$ cat src/vic_map.svh
// register offsets, field positions, reset values and timing counts
// assumes byte addressing on a 32-bit apb bus, one 8-bit register per byte offset except the wider pending and status words, some sharing a word
`ifndef VIC_MAP_SVH
`define VIC_MAP_SVH

`define VIC_IE_OFF        8'hA8
`define VIC_PRIO_LO_OFF   8'hB8
`define VIC_PRIO_HI_OFF   8'h84
`define VIC_EIE1_OFF      8'hE6
`define VIC_EXTENDED_ENABLE_REG_2_OFF      8'hE7
`define VIC_EIP1_OFF      8'hF6
`define VIC_EIP1H_OFF     8'hF5
`define VIC_EIP2_OFF      8'hF7
`define VIC_EIP2H_OFF     8'hF4
`define VIC_PEND_OFF      8'hC0
`define VIC_STAT_OFF      8'hC4
`define VIC_IE_RESET      8'h00
`define VIC_GLOBAL_BIT    7
`define VIC_NSRC          19
`define VIC_RESERVED_SRC  13
`define VIC_VEC_BASE      16'h0003
`define VIC_VEC_STEP      16'h0008
`define VIC_DETECT_CYC    1
`define VIC_CALL_CYC      4
`define VIC_BEST_LAT      5
`define VIC_WORST_LAT     18

`endif

$ cat src/vic_pkg.sv
// types shared by the interrupt controller files
// assumes vic_map.svh is compiled alongside
package vic_pkg;
   typedef logic [1:0]  vic_prio_type;
   typedef logic [15:0] vic_vec_type;
   typedef enum logic [1:0] {
      VIC_IDLE,
      VIC_WAIT_BOUNDARY,
      VIC_CALL,
      VIC_HOLD_ONE
   } vic_state_type;
endpackage

$ cat src/vic_arbiter.sv
// priority arbiter over all request lines
// assumes requests already gated by enables, same clock
`timescale 1ns/1ns
`include "vic_map.svh"
module vic_arbiter #(
   parameter int NSRC = `VIC_NSRC
) (
   input  wire logic [NSRC-1:0]   req,
   input  wire logic [2*NSRC-1:0] prio,
   output logic                   win_valid,
   output logic [4:0]             win_id,
   output vic_pkg::vic_prio_type  win_prio
);
   import vic_pkg::*;

   // highest level, then lowest order
   always_comb begin
      win_valid = 1'b0;
      win_id    = 5'h00;
      win_prio  = 2'h0;
      for (int i = NSRC - 1; i >= 0; i--) begin
         if (req[i] && (!win_valid || prio[2*i +: 2] >= win_prio)) begin
            win_valid = 1'b1;
            win_id    = 5'(i);
            win_prio  = prio[2*i +: 2];
         end
      end
   end
endmodule

$ cat src/vic_level_stack.sv
// stack of active priority levels, one bit per level
// assumes push and pop come from the controller on the same clock
`timescale 1ns/1ns
module vic_level_stack (
   input  wire logic                  pclk,
   input  wire logic                  presetn,
   input  wire logic                  push,
   input  wire vic_pkg::vic_prio_type push_level,
   input  wire logic                  pop,
   output logic                       active,
   output vic_pkg::vic_prio_type      level
);
   import vic_pkg::*;
   logic [3:0] busy;
   logic [3:0] next_busy;

   always_comb begin
      next_busy = busy;
      if (pop) begin
         next_busy[level] = 1'b0;
      end
      if (push) begin
         next_busy[push_level] = 1'b1;
      end
   end

   always_ff @(posedge pclk or negedge presetn) begin
      if (!presetn) begin
         busy <= 4'h0;
      end else begin
         busy <= next_busy;
      end
   end

   always_comb begin
      active = |busy;
      level  = 2'h0;
      for (int i = 0; i < 4; i++) begin
         if (busy[i]) begin
            level = 2'(i);
         end
      end
   end
endmodule

$ cat src/vic_controller.sv
// vectored interrupt controller: enables, priorities, arbitration, call
// assumes an apb master, a core giving instruction boundaries and returns
//
// Functional notes
// - pending flags sampled and arbitrated every clock cycle
// - best case five cycles: one detect plus four call cycles
// - after a return, one more instruction completes before the call
// - worst case eighteen cycles with return then divide
// - equal or higher active level holds new requests off
// - at routine exit the highest pending request is taken next
// - vector is 0x0003 plus eight times order; order 13 reserved
// - equal levels resolved by lower fixed order number
// - global enable bit seven overrides every individual mask
// - enable bits zero to six mask the seven primary sources
// - timer 2 enable gates both low and high overflow flags
// - spi enable gates all four spi flags together
// - timer 0, timer 1 and ext irq 1 enables gate their flags
// - primary enable register resets to zero
// - only ext irq and timer 0/1 flags auto clear on vectoring
// - two-bit priority from high and low register bits, reset zero
// - strictly higher level preempts; top level never preempted
// - flags set by events regardless of enable; write one sets
`timescale 1ns/1ns
`include "vic_map.svh"
module vic_controller #(
   parameter int NSRC = `VIC_NSRC
) (
   input  wire logic        pclk,
   input  wire logic        presetn,
   input  wire logic        psel,
   input  wire logic        penable,
   input  wire logic        pwrite,
   input  wire logic [7:0]  paddr,
   input  wire logic [31:0] pwdata,
   output logic [31:0]      prdata,
   output logic             pready,
   output logic             pslverr,
   input  wire logic        external_irq_pin_0,
   input  wire logic        external_irq_pin_1_n,
   input  wire logic [NSRC-1:0] src_event,
   input  wire logic        instr_boundary,
   input  wire logic        return_from_isr_instr,
   output logic             long_call_to_vector,
   output vic_pkg::vic_vec_type call_vector,
   output logic [4:0]       call_source,
   output logic             isr_active
);
   import vic_pkg::*;

   logic [7:0]      interrupt_enable_mask;
   logic [7:0]      prio_lo;
   logic [7:0]      prio_hi;
   logic [7:0]      ext_en1;
   logic [7:0]      extended_enable_reg_2;
   logic [7:0]      ext_pl1;
   logic [7:0]      ext_ph1;
   logic [7:0]      ext_pl2;
   logic [7:0]      ext_ph2;
   logic [NSRC-1:0] pend;
   logic [3:0]      spi_flags;
   logic [1:0]      tmr2_flags;
   logic [1:0]      pin0_sync;
   logic [1:0]      pin1_sync;
   logic            pin0_prev;
   logic [7:0]      next_ie;
   logic [7:0]      next_prio_lo;
   logic [7:0]      next_prio_hi;
   logic [7:0]      next_ext_en1;
   logic [7:0]      next_ext_en2;
   logic [7:0]      next_ext_pl1;
   logic [7:0]      next_ext_ph1;
   logic [7:0]      next_ext_pl2;
   logic [7:0]      next_ext_ph2;
   logic [NSRC-1:0] next_pend;
   logic [3:0]      next_spi_flags;
   logic [1:0]      next_tmr2_flags;
   logic [NSRC-1:0] src_en;
   logic [NSRC-1:0] req;
   logic [2*NSRC-1:0] prio;
   logic            win_valid;
   logic [4:0]      win_id;
   vic_prio_type    win_prio;
   logic            lvl_active;
   vic_prio_type    lvl;
   logic            allow;
   vic_state_type   state;
   vic_state_type   next_state;
   logic [1:0]      call_cnt;
   logic [1:0]      next_call_cnt;
   logic [4:0]      next_call_source;
   vic_prio_type    call_prio;
   vic_prio_type    next_call_prio;
   logic            wr;
   logic            rd;
   logic            push;
   logic            ack;

   assign wr = psel && penable && pwrite;
   assign rd = psel && !penable && !pwrite;
   assign pready = 1'b1;

   // enable mapping per source
   always_comb begin
      src_en = '0;
      src_en[6:0]   = interrupt_enable_mask[6:0];
      src_en[7]     = ext_en1[0];
      src_en[8]     = ext_en1[1];
      src_en[9]     = ext_en1[2];
      src_en[10]    = ext_en1[3];
      src_en[11]    = ext_en1[4];
      src_en[12]    = ext_en1[5];
      src_en[14]    = ext_en1[7];
      src_en[18:15] = extended_enable_reg_2[3:0];
      for (int i = 0; i < NSRC; i++) begin
         if (i < 7) begin
            prio[2*i +: 2] = {prio_hi[i], prio_lo[i]};
         end else if (i < 15) begin
            prio[2*i +: 2] = {ext_ph1[i-7], ext_pl1[i-7]};
         end else begin
            prio[2*i +: 2] = {ext_ph2[i-15], ext_pl2[i-15]};
         end
      end
   end

   always_comb begin
      req = pend & src_en & {NSRC{interrupt_enable_mask[`VIC_GLOBAL_BIT]}};
      req[`VIC_RESERVED_SRC] = 1'b0;
   end

   vic_arbiter #(.NSRC(NSRC)) u_arb (
      .req       (req),
      .prio      (prio),
      .win_valid (win_valid),
      .win_id    (win_id),
      .win_prio  (win_prio)
   );

   assign allow = win_valid && (!lvl_active || win_prio > lvl);

   assign ack  = (state == VIC_CALL) && (call_cnt == 2'(`VIC_CALL_CYC - 1));
   assign push = ack;
   assign long_call_to_vector = (state == VIC_CALL);

   vic_level_stack u_stack (
      .pclk       (pclk),
      .presetn    (presetn),
      .push       (push),
      .push_level (call_prio),
      .pop        (return_from_isr_instr && instr_boundary),
      .active     (lvl_active),
      .level      (lvl)
   );
   assign isr_active = lvl_active;

   // register writes and pending flags
   always_comb begin
      next_ie         = interrupt_enable_mask;
      next_prio_lo    = prio_lo;
      next_prio_hi    = prio_hi;
      next_ext_en1    = ext_en1;
      next_ext_en2    = extended_enable_reg_2;
      next_ext_pl1    = ext_pl1;
      next_ext_ph1    = ext_ph1;
      next_ext_pl2    = ext_pl2;
      next_ext_ph2    = ext_ph2;
      next_pend       = pend;
      next_spi_flags  = spi_flags;
      next_tmr2_flags = tmr2_flags;
      if (ack && (call_source <= 5'h03)) begin
         next_pend[call_source] = 1'b0;
      end
      if (wr) begin
         unique case (paddr)
            `VIC_IE_OFF:      next_ie      = pwdata[7:0];
            `VIC_PRIO_LO_OFF: next_prio_lo = pwdata[7:0];
            `VIC_PRIO_HI_OFF: next_prio_hi = pwdata[7:0];
            `VIC_EIE1_OFF:    next_ext_en1 = pwdata[7:0];
            `VIC_EXTENDED_ENABLE_REG_2_OFF:    next_ext_en2 = pwdata[7:0];
            `VIC_EIP1_OFF:    next_ext_pl1 = pwdata[7:0];
            `VIC_EIP1H_OFF:   next_ext_ph1 = pwdata[7:0];
            `VIC_EIP2_OFF:    next_ext_pl2 = pwdata[7:0];
            `VIC_EIP2H_OFF:   next_ext_ph2 = pwdata[7:0];
            `VIC_PEND_OFF:    next_pend    = pwdata[NSRC-1:0];
            default:          next_ie      = interrupt_enable_mask;
         endcase
      end
      next_pend = next_pend | src_event;
      // pin 0 rising edge, pin 1 active low level
      if (pin0_sync[1] && !pin0_prev) begin
         next_pend[0] = 1'b1;
      end
      if (!pin1_sync[1]) begin
         next_pend[2] = 1'b1;
      end
      // timer 2 low or high flag
      if (src_event[5]) begin
         next_tmr2_flags = 2'h3;
      end
      next_pend[5] = next_pend[5] | (|next_tmr2_flags);
      if (wr && paddr == `VIC_PEND_OFF && !pwdata[5]) begin
         next_tmr2_flags = 2'h0;
      end
      // four spi flags share one request
      if (src_event[6]) begin
         next_spi_flags = 4'hF;
      end
      next_pend[6] = next_pend[6] | (|next_spi_flags);
      if (wr && paddr == `VIC_PEND_OFF && !pwdata[6]) begin
         next_spi_flags = 4'h0;
      end
   end

   always_ff @(posedge pclk or negedge presetn) begin
      if (!presetn) begin
         interrupt_enable_mask <= `VIC_IE_RESET;
         prio_lo               <= 8'h00;
         prio_hi               <= 8'h00;
         ext_en1               <= 8'h00;
         extended_enable_reg_2 <= 8'h00;
         ext_pl1               <= 8'h00;
         ext_ph1               <= 8'h00;
         ext_pl2               <= 8'h00;
         ext_ph2               <= 8'h00;
         pend                  <= '0;
         spi_flags             <= 4'h0;
         tmr2_flags            <= 2'h0;
         pin0_sync             <= 2'h0;
         pin1_sync             <= 2'h3;
         pin0_prev             <= 1'b0;
      end else begin
         interrupt_enable_mask <= next_ie;
         prio_lo               <= next_prio_lo;
         prio_hi               <= next_prio_hi;
         ext_en1               <= next_ext_en1;
         extended_enable_reg_2 <= next_ext_en2;
         ext_pl1               <= next_ext_pl1;
         ext_ph1               <= next_ext_ph1;
         ext_pl2               <= next_ext_pl2;
         ext_ph2               <= next_ext_ph2;
         pend                  <= next_pend;
         spi_flags             <= next_spi_flags;
         tmr2_flags            <= next_tmr2_flags;
         pin0_sync             <= {pin0_sync[0], external_irq_pin_0};
         pin1_sync             <= {pin1_sync[0], external_irq_pin_1_n};
         pin0_prev             <= pin0_sync[1];
      end
   end

   // read data register
   always_ff @(posedge pclk or negedge presetn) begin
      if (!presetn) begin
         prdata  <= 32'h0000_0000;
         pslverr <= 1'b0;
      end else if (rd) begin
         pslverr <= 1'b0;
         unique case (paddr)
            `VIC_IE_OFF:      prdata <= {24'h0, interrupt_enable_mask};
            `VIC_PRIO_LO_OFF: prdata <= {24'h0, 1'b1, prio_lo[6:0]};
            `VIC_PRIO_HI_OFF: prdata <= {24'h0, 1'b1, prio_hi[6:0]};
            `VIC_EIE1_OFF:    prdata <= {24'h0, ext_en1};
            `VIC_EXTENDED_ENABLE_REG_2_OFF:    prdata <= {24'h0, extended_enable_reg_2};
            `VIC_EIP1_OFF:    prdata <= {24'h0, ext_pl1};
            `VIC_EIP1H_OFF:   prdata <= {24'h0, ext_ph1};
            `VIC_EIP2_OFF:    prdata <= {24'h0, ext_pl2};
            `VIC_EIP2H_OFF:   prdata <= {24'h0, ext_ph2};
            `VIC_PEND_OFF:    prdata <= {13'h0, pend};
            `VIC_STAT_OFF:    prdata <= {21'h0, lvl_active, lvl,
                                         win_valid, call_source, 2'h0};
            default: begin
               prdata  <= 32'h0000_0000;
               pslverr <= 1'b1;
            end
         endcase
      end
   end

   // call sequencer
   always_comb begin
      next_state       = state;
      next_call_cnt    = call_cnt;
      next_call_source = call_source;
      next_call_prio   = call_prio;
      unique case (state)
         VIC_IDLE: begin
            if (return_from_isr_instr && instr_boundary && win_valid) begin
               next_state = VIC_HOLD_ONE;
            end else if (allow && instr_boundary) begin
               next_state       = VIC_CALL;
               next_call_cnt    = 2'h0;
               next_call_source = win_id;
               next_call_prio   = win_prio;
            end
         end
         VIC_HOLD_ONE: begin
            if (instr_boundary) begin
               next_state = VIC_WAIT_BOUNDARY;
            end
         end
         VIC_WAIT_BOUNDARY: begin
            if (allow) begin
               next_state       = VIC_CALL;
               next_call_cnt    = 2'h0;
               next_call_source = win_id;
               next_call_prio   = win_prio;
            end else begin
               next_state = VIC_IDLE;
            end
         end
         VIC_CALL: begin
            next_call_cnt = call_cnt + 2'h1;
            if (ack) begin
               next_state = VIC_IDLE;
            end
         end
      endcase
   end

   always_ff @(posedge pclk or negedge presetn) begin
      if (!presetn) begin
         state       <= VIC_IDLE;
         call_cnt    <= 2'h0;
         call_source <= 5'h00;
         call_prio   <= 2'h0;
      end else begin
         state       <= next_state;
         call_cnt    <= next_call_cnt;
         call_source <= next_call_source;
         call_prio   <= next_call_prio;
      end
   end

   assign call_vector = `VIC_VEC_BASE + (16'(call_source) << 3);

   AST_CALL_LEN: assert property (@(posedge pclk) disable iff (!presetn)
      $rose(long_call_to_vector) |-> long_call_to_vector [*4] ##1
      !long_call_to_vector) else $error("call not four cycles");
   AST_VECTOR: assert property (@(posedge pclk) disable iff (!presetn)
      long_call_to_vector |-> call_vector == 16'h0003 + 16'(call_source) * 8)
      else $error("bad vector");
   AST_GLOBAL: assert property (@(posedge pclk) disable iff (!presetn)
      !interrupt_enable_mask[7] |-> !win_valid)
      else $error("request with global off");
   AST_RSVD: assert property (@(posedge pclk) disable iff (!presetn)
      long_call_to_vector |-> call_source != 5'd13)
      else $error("reserved vector");
   AST_PREEMPT: assert property (@(posedge pclk) disable iff (!presetn)
      $rose(long_call_to_vector) && $past(lvl_active) |->
      call_prio > $past(lvl)) else $error("illegal preempt");
   AST_AUTOCLR: assert property (@(posedge pclk) disable iff (!presetn)
      ack && call_source > 5'h03 && !wr |=> pend[$past(call_source)])
      else $error("flag cleared by vectoring");
   AST_EVENT: assert property (@(posedge pclk) disable iff (!presetn)
      src_event[1] |=> pend[1]) else $error("event lost");
   AST_HOLD: assert property (@(posedge pclk) disable iff (!presetn)
      state == VIC_HOLD_ONE |-> !long_call_to_vector)
      else $error("call before next instruction");
   COV_CALL: cover property (@(posedge pclk) $rose(long_call_to_vector));
   COV_NEST: cover property (@(posedge pclk)
      $rose(long_call_to_vector) && lvl_active);
   COV_RETURN_FROM_ISR_INSTR: cover property (@(posedge pclk) state == VIC_HOLD_ONE);
endmodule

$ cat config.mk
export PLATFORM = sky130hd
export DESIGN_NAME = vic_controller
export DESIGN_NICKNAME = d
export VERILOG_FILES = /design/src/vic_pkg.sv /design/src/vic_arbiter.sv /design/src/vic_level_stack.sv /design/src/vic_controller.sv
export VERILOG_INCLUDE_DIRS = /design/src
export SDC_FILE = /design/constraint.sdc
export NUM_CORES = 1
export LEC_CHECK = 0
export ABC_AREA = 1
export BUFFER_PORTS_ARGS = -buffer_cell sky130_fd_sc_hd__clkbuf_2
export CAP_MARGIN = 20
export CORE_ASPECT_RATIO = 1.1
export CORE_MARGIN = 5
export CORE_UTILIZATION = 64
export CTS_BUF_LIST = sky130_fd_sc_hd__clkbuf_8
export CTS_CLUSTER_DIAMETER = 40
export DETAILED_ROUTE_END_ITERATION = 7
export GPL_TIMING_DRIVEN = 0
export PLACE_DENSITY = 0.87
export REMOVE_ABC_BUFFERS = 1
export SYNTH_ARGS = -nofsm -noshare
export SYNTH_HDL_FRONTEND = slang
export SYNTH_SLANG_ARGS = --single-unit
$ cat constraint.sdc
create_clock -name pclk -period 49.9 [get_ports pclk]
set_input_delay 9.98 -clock pclk [delete_from_list [all_inputs] [get_ports pclk]]
set_output_delay 9.98 -clock pclk [all_outputs]
set_load 0.03 [all_outputs]
==> impl_metrics.csv, run 1 <==
group,metric,value,unit
placement,dp_worst_setup_slack,30.61,ns
min_path,min_path_type,"flip-flop to flip-flop",
logic_synthesis,syn_area,7860,um2
die,initial_core_util,65.3,%
power,power_density,28.9,nW/um2
critical_path,critPathRequiredTime,50.28,ns
timing,fin_crit_sh,39.5,%
timing,fin_skew,0.00845,ns
logic_synthesis,synth-async-reset-ratio,100,%
die,core-area,12000,um2
route,drt_first_pass_iters,7,
die,die_y,126,um
critical_path,crit_arrival,20.09,ns
cts,cts_tree,"built",
timing,setup_slack,30.19,ns
timing,final-hold-violation-count,0,
route,drc,0,
die,rows,42,
timing,period_minus_slack,19.71,ns
die,ios,125,
cts,postCtsResizedCells,0,
logic_synthesis,synth_seq_cells,135,
grt,overflow,0,
power,swShare,31.7,%
timing,final-setup-viol-count,0,
min_path,holdCritStartpoint,"pin1_sync[0]",
critical_path,r2r_setup_slack,30.19,ns
cts,root_buffer,"clkbuf_8",
grt,grt_max_degree,97,
route,wl,21200,um
route,via_count,7333,
power,share_seq_of_total_power,47.3,%
critical_path,cp_max_fo,15,
power,p_sw,80.4,uW
grt,grtUsageTotal,30.7,%
logic_synthesis,ys_warn_count,0,
layout,utilization,72.8,%
critical_path,rr_worst_depth,131,
timing,rsz0062_at_grt,"false",
timing,tightest_slew,1.11,ns
critical_path,critPathTopFamily,"simple AND/OR/NAND/NOR gates",
run_status,run_status,"finished clean",
cts,cts_setup_buffers,0,
cts,insertion_delay,0.46,ns
die,die-area,14600,um2
critical_path,startpoint_type,"flip-flop",
route,route.met2.wl,10000,um
logic_synthesis,synth_edf_count,0,
power,peakVddDrop,0.0235,mV
timing,fin_tns_setup,0,ns
cts,htreeDepth,4,
power,combPwrFrac,18.6,%
grt,antenna_found_initial,0,
critical_path,critPathBufInv,12,
grt,grt_pass1_wl,35000,um
logic_synthesis,synth_seq_area_share,43.0,%
route,wl_met3,1870,um
critical_path,cpMostUsedCell,"nand2_2",
critical_path,reg2reg_from,"interrupt_enable_mask[7]",
placement,dp_hpwl,15800,um
route,ant_nets,0,
cts,clk_path_buf_depth,2,
layout,syn_to_final_growth,11.4,%
layout,fin_nets,1210,
critical_path,critical_path_class,"flip-flop to flip-flop",
min_path,hold-path-endpoint,"pin1_sync[1]",
layout,drive_above_1_share,16.2,%
logic_synthesis,netlist_instances,1027,
critical_path,endpoint_kind,"flip-flop",
route,dr.first_iter.drc_count,561,
logic_synthesis,synth_flop_cell,"dfrtp_1",
timing,relSlewSlack,25.6,%
power,power_leakage,0.00460,uW
route,top_layer_used,"met4",
power,internal-power,173,uW
route,drt-vias-per-instance,5.72,
placement,io_buffers,86,
layout,n_antenna_cell,0,
die,dieWidth,116,um
critical_path,r2r-end,"call_source[4]",
cts,cts.clk_slew.worst_paths,0.07,ns
route,wl_met1,8550,um
logic_synthesis,ys_types,44,
cts,clkSinkCount,135,
placement,gp_congestion,1.02,
flow_run,drv_cap,0,
critical_path,slowest_delay,0.84,ns
cts,cts_made_buffers,17,
timing,fmax,50.7,MHz
cts,cts_hold_buf,0,
timing,drv_slew,0,
grt,grt_pass1_vias,7129,
logic_synthesis,syn_avg_cell_area,7.66,um2
route,wl_per_cell,16.6,um
min_path,hold_depth,0,
power,clock_power_share,34.1,%
critical_path,cp_slowest_cell,"dfrtp_1",
-- area by class of cell --
class                           instances  area [um2]
Fill cell                             951        3280
Timing Repair Buffer                   93         527
Sequential cell                       135        3380
Clock buffer                           18         248
Clock inverter                         13         118
Multi-Input combinational cell        709        3690
Inverter                              160         601
Tap cell                              154         193
-- routing by layer --
layer / track usage [%] / up-vias
met4: 13.8 / 0
li1: - / 3484
met2: 48.6 / 373
met3: 5.57 / 67
met5: 0 / -
met1: 41.1 / 3409
-- sequential cells by signal, indices dropped and copies added (netlist names) --
register and count:
call_cnt 2, ext_en1 8, prdata 19, pslverr 1, call_source 5, call_prio 2
extended_enable_reg_2 8, u_stack.busy 4, ext_ph2 8, tmr2_flags 2, state 2, ext_pl2 8
interrupt_enable_mask 8, pin0_prev 1, pend 19, spi_flags 4, prio_lo 7, prio_hi 7
pin1_sync 2, pin0_sync 2, ext_pl1 8, ext_ph1 8
-- cell usage in the layout (no fill, tap or decap), types with 19 or more instances in the layout --
| cell type | instances |
|---|---|
| a21oi_1 | 25 |
| clkbuf_2 | 85 |
| clkbuf_8 | 19 |
| conb_1 | 25 |
| dfrtp_1 | 133 |
| ha_1 | 26 |
| inv_1 | 162 |
| nand2_1 | 220 |
| nand2_2 | 34 |
| nand3_1 | 51 |
| nor2_1 | 69 |
| nor3_1 | 23 |
| o21ai_0 | 125 |
| o22ai_1 | 23 |
-- worst max path at each step --
stage,from,end,slack [ns],depth (start not counted)
4_1_cts,interrupt_enable_mask[7],call_source[4],30.49,138
6_report,interrupt_enable_mask[7],call_source[4],30.19,131
3_3_place_gp,interrupt_enable_mask[7],call_source[3],31.21,136
2_1_floorplan,interrupt_enable_mask[7],call_source[3],33.65,134
3_5_place_dp,interrupt_enable_mask[7],call_source[4],30.61,138
5_1_grt,interrupt_enable_mask[7],call_source[4],28.21,138
-- kinds of logic (layout without fill, tap and decap cells) --
| group | Yosys count | count (layout) | synth area share, % |
|---|---|---|---|
| other cells | 2 | 25 | 0.0955 |
| compound gates | 218 | 218 | 15.8 |
| simple gates | 440 | 440 | 25.7 |
| fa+ha+maj | 26 | 26 | 4.14 |
| flops | 135 | 135 | 43.0 |
| buf+inv | 206 | 284 | 11.3 |
-- cell usage after synthesis (2+ instances only) --
cell	n	area share, %
or2_2	3	0.24
nor2_1	70	3.3
o311ai_0	2	0.22
a31oi_1	3	0.24
a21o_1	2	0.19
nand2_4	2	0.29
o22ai_1	23	1.8
nor3_1	23	1.5
buf_4	30	2.9
nand2_2	34	2.7
and2_1	4	0.32
ha_1	26	4.1
nand3_2	17	2.2
nor4_1	3	0.24
dfrtp_1	133	42
nand2_1	220	11
inv_1	158	7.5
conb_1	2	0.096
o21ai_0	125	8.0
o21ai_1	5	0.32
nand4_1	5	0.40
clkbuf_1	15	0.72
a21oi_1	25	1.6
o211ai_1	7	0.67
a221oi_1	5	0.56
nand3b_1	4	0.38
dfstp_2	2	0.67
a211oi_1	3	0.29
a211o_1	10	1.1
nand3_1	51	3.2
o221ai_1	2	0.22
-- per-stage QoR --
stage                     hold slack, ns  cell area, um2  total power [uW]  instances
final                              0.357            8760               253       1282
after floorplan                    0.331            7660               151       1004
after CTS                          0.357            8740               253       1279
after global routing               0.366            8760               264       1282
after detailed placement           0.344            8370               168       1248
after global placement             0.340            8290               166       1244
-- power by group through the flow --
stage	combinational, uW	clock (uW)	sequential [uW]
final	47.0	86.3	120
after global routing	52.6	91.0	120
after CTS	46.8	86.6	120
after detailed placement	46.7	0	122
after global placement	44.1	0	121
after floorplan	27.6	0	124
Power figures use the tool's default switching activity.
==> inputs of run 2 (changes only) <==
CORE_UTILIZATION = 59   (was 64)
PLACE_DENSITY = 0.81   (was 0.87)
clock period = 19.6 ns   (was 49.9 ns; I/O delays follow)
==> impl_metrics.csv, run 2 (same netlist as run 1, synthesis figures left out) <==
group,metric,value,unit
power,combPwrFrac,18.7,%
timing,final-hold-violation-count,0,
grt,grt_pass1_vias,7009,
critical_path,reg2reg_from,"interrupt_enable_mask[7]",
timing,setup_slack,1.73,ns
critical_path,critPathCapture,"call_source[3]",
route,drt-vias-per-instance,5.66,
cts,cts_made_buffers,17,
layout,fillCellCount,1126,
cts,clk_path_buf_depth,2,
layout,n_antenna_cell,0,
critical_path,critical_path_class,"flip-flop to flip-flop",
cts,insertion_delay,0.46,ns
die,core-area,13200,um2
layout,reg_top3,"pend: 19 flops, prdata: 19 flops",
grt,antenna_found_initial,0,
critical_path,cp_slowest_cell,"dfrtp_4",
flow_run,drv_cap,0,
timing,tightest_slew,1.09,ns
min_path,min_path_type,"flip-flop to flip-flop",
timing,relSlewSlack,26.9,%
die,die_y,131,um
power,power_leakage,0.00466,uW
power,power_density,76.0,nW/um2
timing,period_minus_slack,17.87,ns
critical_path,critical_path.startpoint,"interrupt_enable_mask[7]",
layout,fin_nets,1217,
route,drc,0,
placement,dp_worst_setup_slack,0.364,ns
layout,syn_to_final_growth,13.3,%
critical_path,r2r-end,"call_source[3]",
grt,grt_pass1_wl,34200,um
cts,clkSinkCount,135,
power,p_sw,208,uW
die,ios,125,
route,drt_first_pass_iters,5,
grt,grtUsageTotal,27.8,%
timing,fin_crit_sh,91.2,%
timing,fin_skew,0.0119,ns
power,swShare,30.7,%
critical_path,rr_worst_depth,143,
placement,gp_congestion,0.954,
route,wl,21300,um
route,ant_nets,0,
grt,grt_max_degree,99,
route,via_count,7339,
critical_path,cp_max_fo,7,
cts,root_buffer,"clkbuf_8",
power,internal-power,469,uW
critical_path,slowest_delay,0.53,ns
placement,place_area,8370,um2
layout,final_cell_mix,"nand2_1 (218), inv_1 (158), dfrtp_1 (131)",
critical_path,cp.depth,143,
die,dieWidth,120,um
die,die-area,15700,um2
timing,fmax,56.0,MHz
timing,drv_slew,0,
critical_path,critPathRequiredTime,20.00,ns
placement,dp_hpwl,15800,um
route,dr.first_iter.drc_count,635,
layout,final_area,8910,um2
power,clock_power_share,36.1,%
critical_path,r2r_setup_slack,1.73,ns
run_status,run_status,"finished clean",
timing,final-setup-viol-count,0,
route,wl_per_cell,16.4,um
cts,cts_tree,"built",
critical_path,critPathTopFamily,"simple AND/OR/NAND/NOR gates",
cts,htreeDepth,4,
power,peakVddDrop,0.0622,mV
layout,final_common_cell,"nand2_1",
placement,io_buffers,86,
critical_path,startpoint_type,"flip-flop",
die,rows,44,
power,share_seq_of_total_power,45.1,%
die,initial_core_util,59.8,%
critical_path,endpoint_kind,"flip-flop",
critical_path,critPathBufInv,14,
cts,cts.clk_slew.worst_paths,0.08,ns
layout,drive_above_1_share,17.9,%
grt,overflow,0,
critical_path,crit_arrival,18.27,ns
run 2: cell types whose count changed in the layout (fill, tap and decap cells not counted), moves of 3 or more:
cell / before / now
buf_4: 3 / 10
clkbuf_8: 19 / 22
inv_1: 162 / 158
nor2_1: 69 / 66
o21ai_0: 125 / 116
o21ai_1: 5 / 13
run 2: worst min-delay path by stage:
| stage | startpoint | to | slack, ns | depth (start not counted) |
|---|---|---|---|---|
| detailed placement | pin0_sync[0] | pin0_sync[1] | 0.34 | 0 |
| global route | pin1_sync[0] | pin1_sync[1] | 0.37 | 0 |
| finish | pin0_sync[0] | pin0_sync[1] | 0.35 | 0 |
| floorplan | pin0_sync[0] | pin0_sync[1] | 0.33 | 0 |
| CTS | pin0_sync[0] | pin0_sync[1] | 0.36 | 0 |
| global placement | pin0_sync[0] | pin0_sync[1] | 0.33 | 0 |
run 2: power groups by stage:
stage / combinational, uW / clock, uW / sequential (uW)
floorplan: 70.3 / 0 / 315
CTS: 119 / 247 / 305
global placement: 112 / 0 / 310
finish: 127 / 245 / 306
global route: 142 / 263 / 307
detailed placement: 117 / 0 / 310
run 2: per-stage QoR:
step           cells  util (%)  TNS [ns]  hold slack (ns)  total power, uW
2_1_floorplan   1004         -         0            0.331              385
3_3_place_gp    1251      63.0         0            0.334              422
3_5_place_dp    1255      63.6         0            0.342              427
4_1_cts         1286      66.8         0            0.358              670
5_1_grt         1296      67.7   -0.0986            0.367              711
6_report        1296      67.7         0            0.352              677
run 2: area by class of cell:
type	count	area (um2)	share of cell area (%)
clock inverter	10	128	1.43
multi-input combinational	709	3730	41.9
sequential	135	3390	38.0
inverter	160	601	6.74
tap	161	201	2.26
clock buffer	21	289	3.25
timing repair buffer	100	573	6.43
run 2: layer usage:
layer / part of all wire, % / track usage, %
met1: 41 / 36.3
met2: 47 / 44.5
met3: 8.4 / 6.27
met4: 3.6 / 13.1
met5: 0 / 0
run 2: what timing repair did:
action,CTS,global route
buffers inserted,0,7
hold buffers,0,0
gates resized for setup,0,24
setup endpoints to repair,0,10
==> inputs of run 3 (changes only) <==
--- a/config.mk
+++ b/config.mk
@@ -19,3 +19,2 @@
 export PLACE_DENSITY = 0.81
-export REMOVE_ABC_BUFFERS = 1
 export SYNTH_ARGS = -nofsm -noshare
--- a/constraint.sdc
+++ b/constraint.sdc
@@ -3,2 +3,2 @@
 set_output_delay 3.92 -clock pclk [all_outputs]
-set_load 0.03 [all_outputs]
+set_load 0.005 [all_outputs]
==> impl_metrics.csv, run 3 (same netlist as run 1, synthesis figures left out) <==
group,metric,value,unit
timing,period_minus_slack,17.82,ns
grt,overflow,0,
min_path,min_path_type,"flip-flop to flip-flop",
timing,fin_crit_sh,90.9,%
flow_run,drv_cap,0,
power,power_density,71.4,nW/um2
cts,cts_tree,"built",
route,dr.first_iter.drc_count,666,
route,drt_first_pass_iters,5,
timing,setup_slack,1.78,ns
placement,dp_hpwl,17400,um
timing,hold_slack,0.351,ns
cts,cts_made_buffers,17,
critical_path,critical_path_class,"flip-flop to flip-flop",
run_status,run_status,"finished clean",
die,die_y,131,um
cts,htreeDepth,4,
die,die-area,15700,um2
cts,cts_hold_buf,0,
power,power_leakage,0.00479,uW
cts,clkSinkCount,135,
route,drc,0,
timing,tightest_slew,1.22,ns
critical_path,critPathRequiredTime,19.97,ns
timing,drv_slew,0,
critical_path,slowest_delay,0.47,ns
cts,root_buffer,"clkbuf_8",
placement,io_buffers,86,
route,ant_nets,0,
placement,dp_worst_setup_slack,0.947,ns
critical_path,r2r_setup_slack,1.78,ns
timing,final-hold-violation-count,0,
layout,reg_top3,"pend: 19 flops, prdata: 19 flops",
layout,fin_nets,1256,
cts,insertion_delay,0.45,ns
route,wl,22700,um
critical_path,critPathTopFamily,"simple AND/OR/NAND/NOR gates",
timing,fin_skew,0.00921,ns
critical_path,endpoint_kind,"flip-flop",
timing,final-setup-viol-count,0,
critical_path,critPathBufInv,15,
grt,grt_pass1_vias,7135,
timing,relSlewSlack,18.3,%
critical_path,startpoint_type,"flip-flop",
layout,drive_above_1_share,19.4,%
grt,grtUsageTotal,30.0,%
min_path,holdCritStartpoint,"pin0_sync[0]",
critical_path,crit_arrival,18.19,ns
timing,fin_tns_setup,0,ns
grt,grt_pass1_wl,36300,um
timing,fmax,56.1,MHz
grt,antenna_found_initial,0,
critical_path,cp_max_fo,7,
layout,n_antenna_cell,0,
critical_path,rr_worst_depth,140,
cts,clk_path_buf_depth,2,
critical_path,cpMostUsedCell,"nand2_2",
critical_path,reg2reg_from,"interrupt_enable_mask[7]",
route,via_count,7495,
die,core-area,13200,um2
cts,cts.clk_slew.worst_paths,0.08,ns
critical_path,critical_path.startpoint,"interrupt_enable_mask[7]",
layout,syn_to_final_growth,15.7,%
min_path,hold_depth,0,
critical_path,r2r-end,"call_source[3]",
route,wl_per_cell,17.0,um
grt,grt_max_degree,105,
die,rows,44,
route,drt-vias-per-instance,5.61,
die,dieWidth,120,um
layout,final_cell_mix,"nand2_1 (218), inv_1 (158), dfrtp_1 (132)",
die,initial_core_util,59.8,%
power,peakVddDrop,0.0607,mV
critical_path,cp_slowest_cell,"dfrtp_2",
placement,gp_congestion,0.975,
min_path,hold-path-endpoint,"pin0_sync[1]",
layout,final_common_cell,"nand2_1",
die,ios,125,
-- run 3: final cells by class --
type | count | area, um2
Buffer | 46 | 287
Clock buffer | 19 | 262
Clock inverter | 13 | 131
Fill cell | 1142 | 4060
Inverter | 160 | 601
Multi-Input combinational cell | 709 | 3720
Sequential cell | 135 | 3380
Tap cell | 161 | 201
Timing Repair Buffer | 93 | 512
-- run 3: worst max-delay path by stage --
stage / end / slack (ns) / cells after the start
2_1_floorplan: call_source[3] / 3.54 / 134
3_3_place_gp: call_source[3] / 1.38 / 136
3_5_place_dp: call_source[3] / 0.95 / 134
4_1_cts: call_source[3] / 0.81 / 134
5_1_grt: call_source[3] / -0.03 / 144
6_report: call_source[3] / 1.78 / 140
-- run 3: routing by layer --
| metal | global-route usage [%] | wire length (um) | up-vias |
|---|---|---|---|
| met5 | 0 | 0 | - |
| met4 | 11.8 | 869 | 0 |
| met3 | 6.74 | 1950 | 65 |
| met2 | 49.4 | 10600 | 371 |
| met1 | 39.1 | 9300 | 3469 |
| li1 | - | - | 3590 |
-- run 3: stage by stage --
step	cells	power (uW)	utilization (%)	area, um2
2_1_floorplan	1050	373	-	7950
3_3_place_gp	1297	412	65.2	8580
3_5_place_dp	1298	417	65.5	8620
4_1_cts	1330	646	68.5	9010
5_1_grt	1336	681	69.2	9100
6_report	1336	650	69.2	9100
-- run 3: repair_timing --
item,4_1_cts,5_1_grt
resized for setup,0,23
setup endpoints to repair,0,10
setup buffers,0,6
-- run 3: power breakdown --
group	switching [uW]	leakage [uW]	internal, uW	total [uW]
combinational	70.2	0.00302	43.7	114
clock	112	0.000200	119	231
sequential	13.6	0.00156	292	305
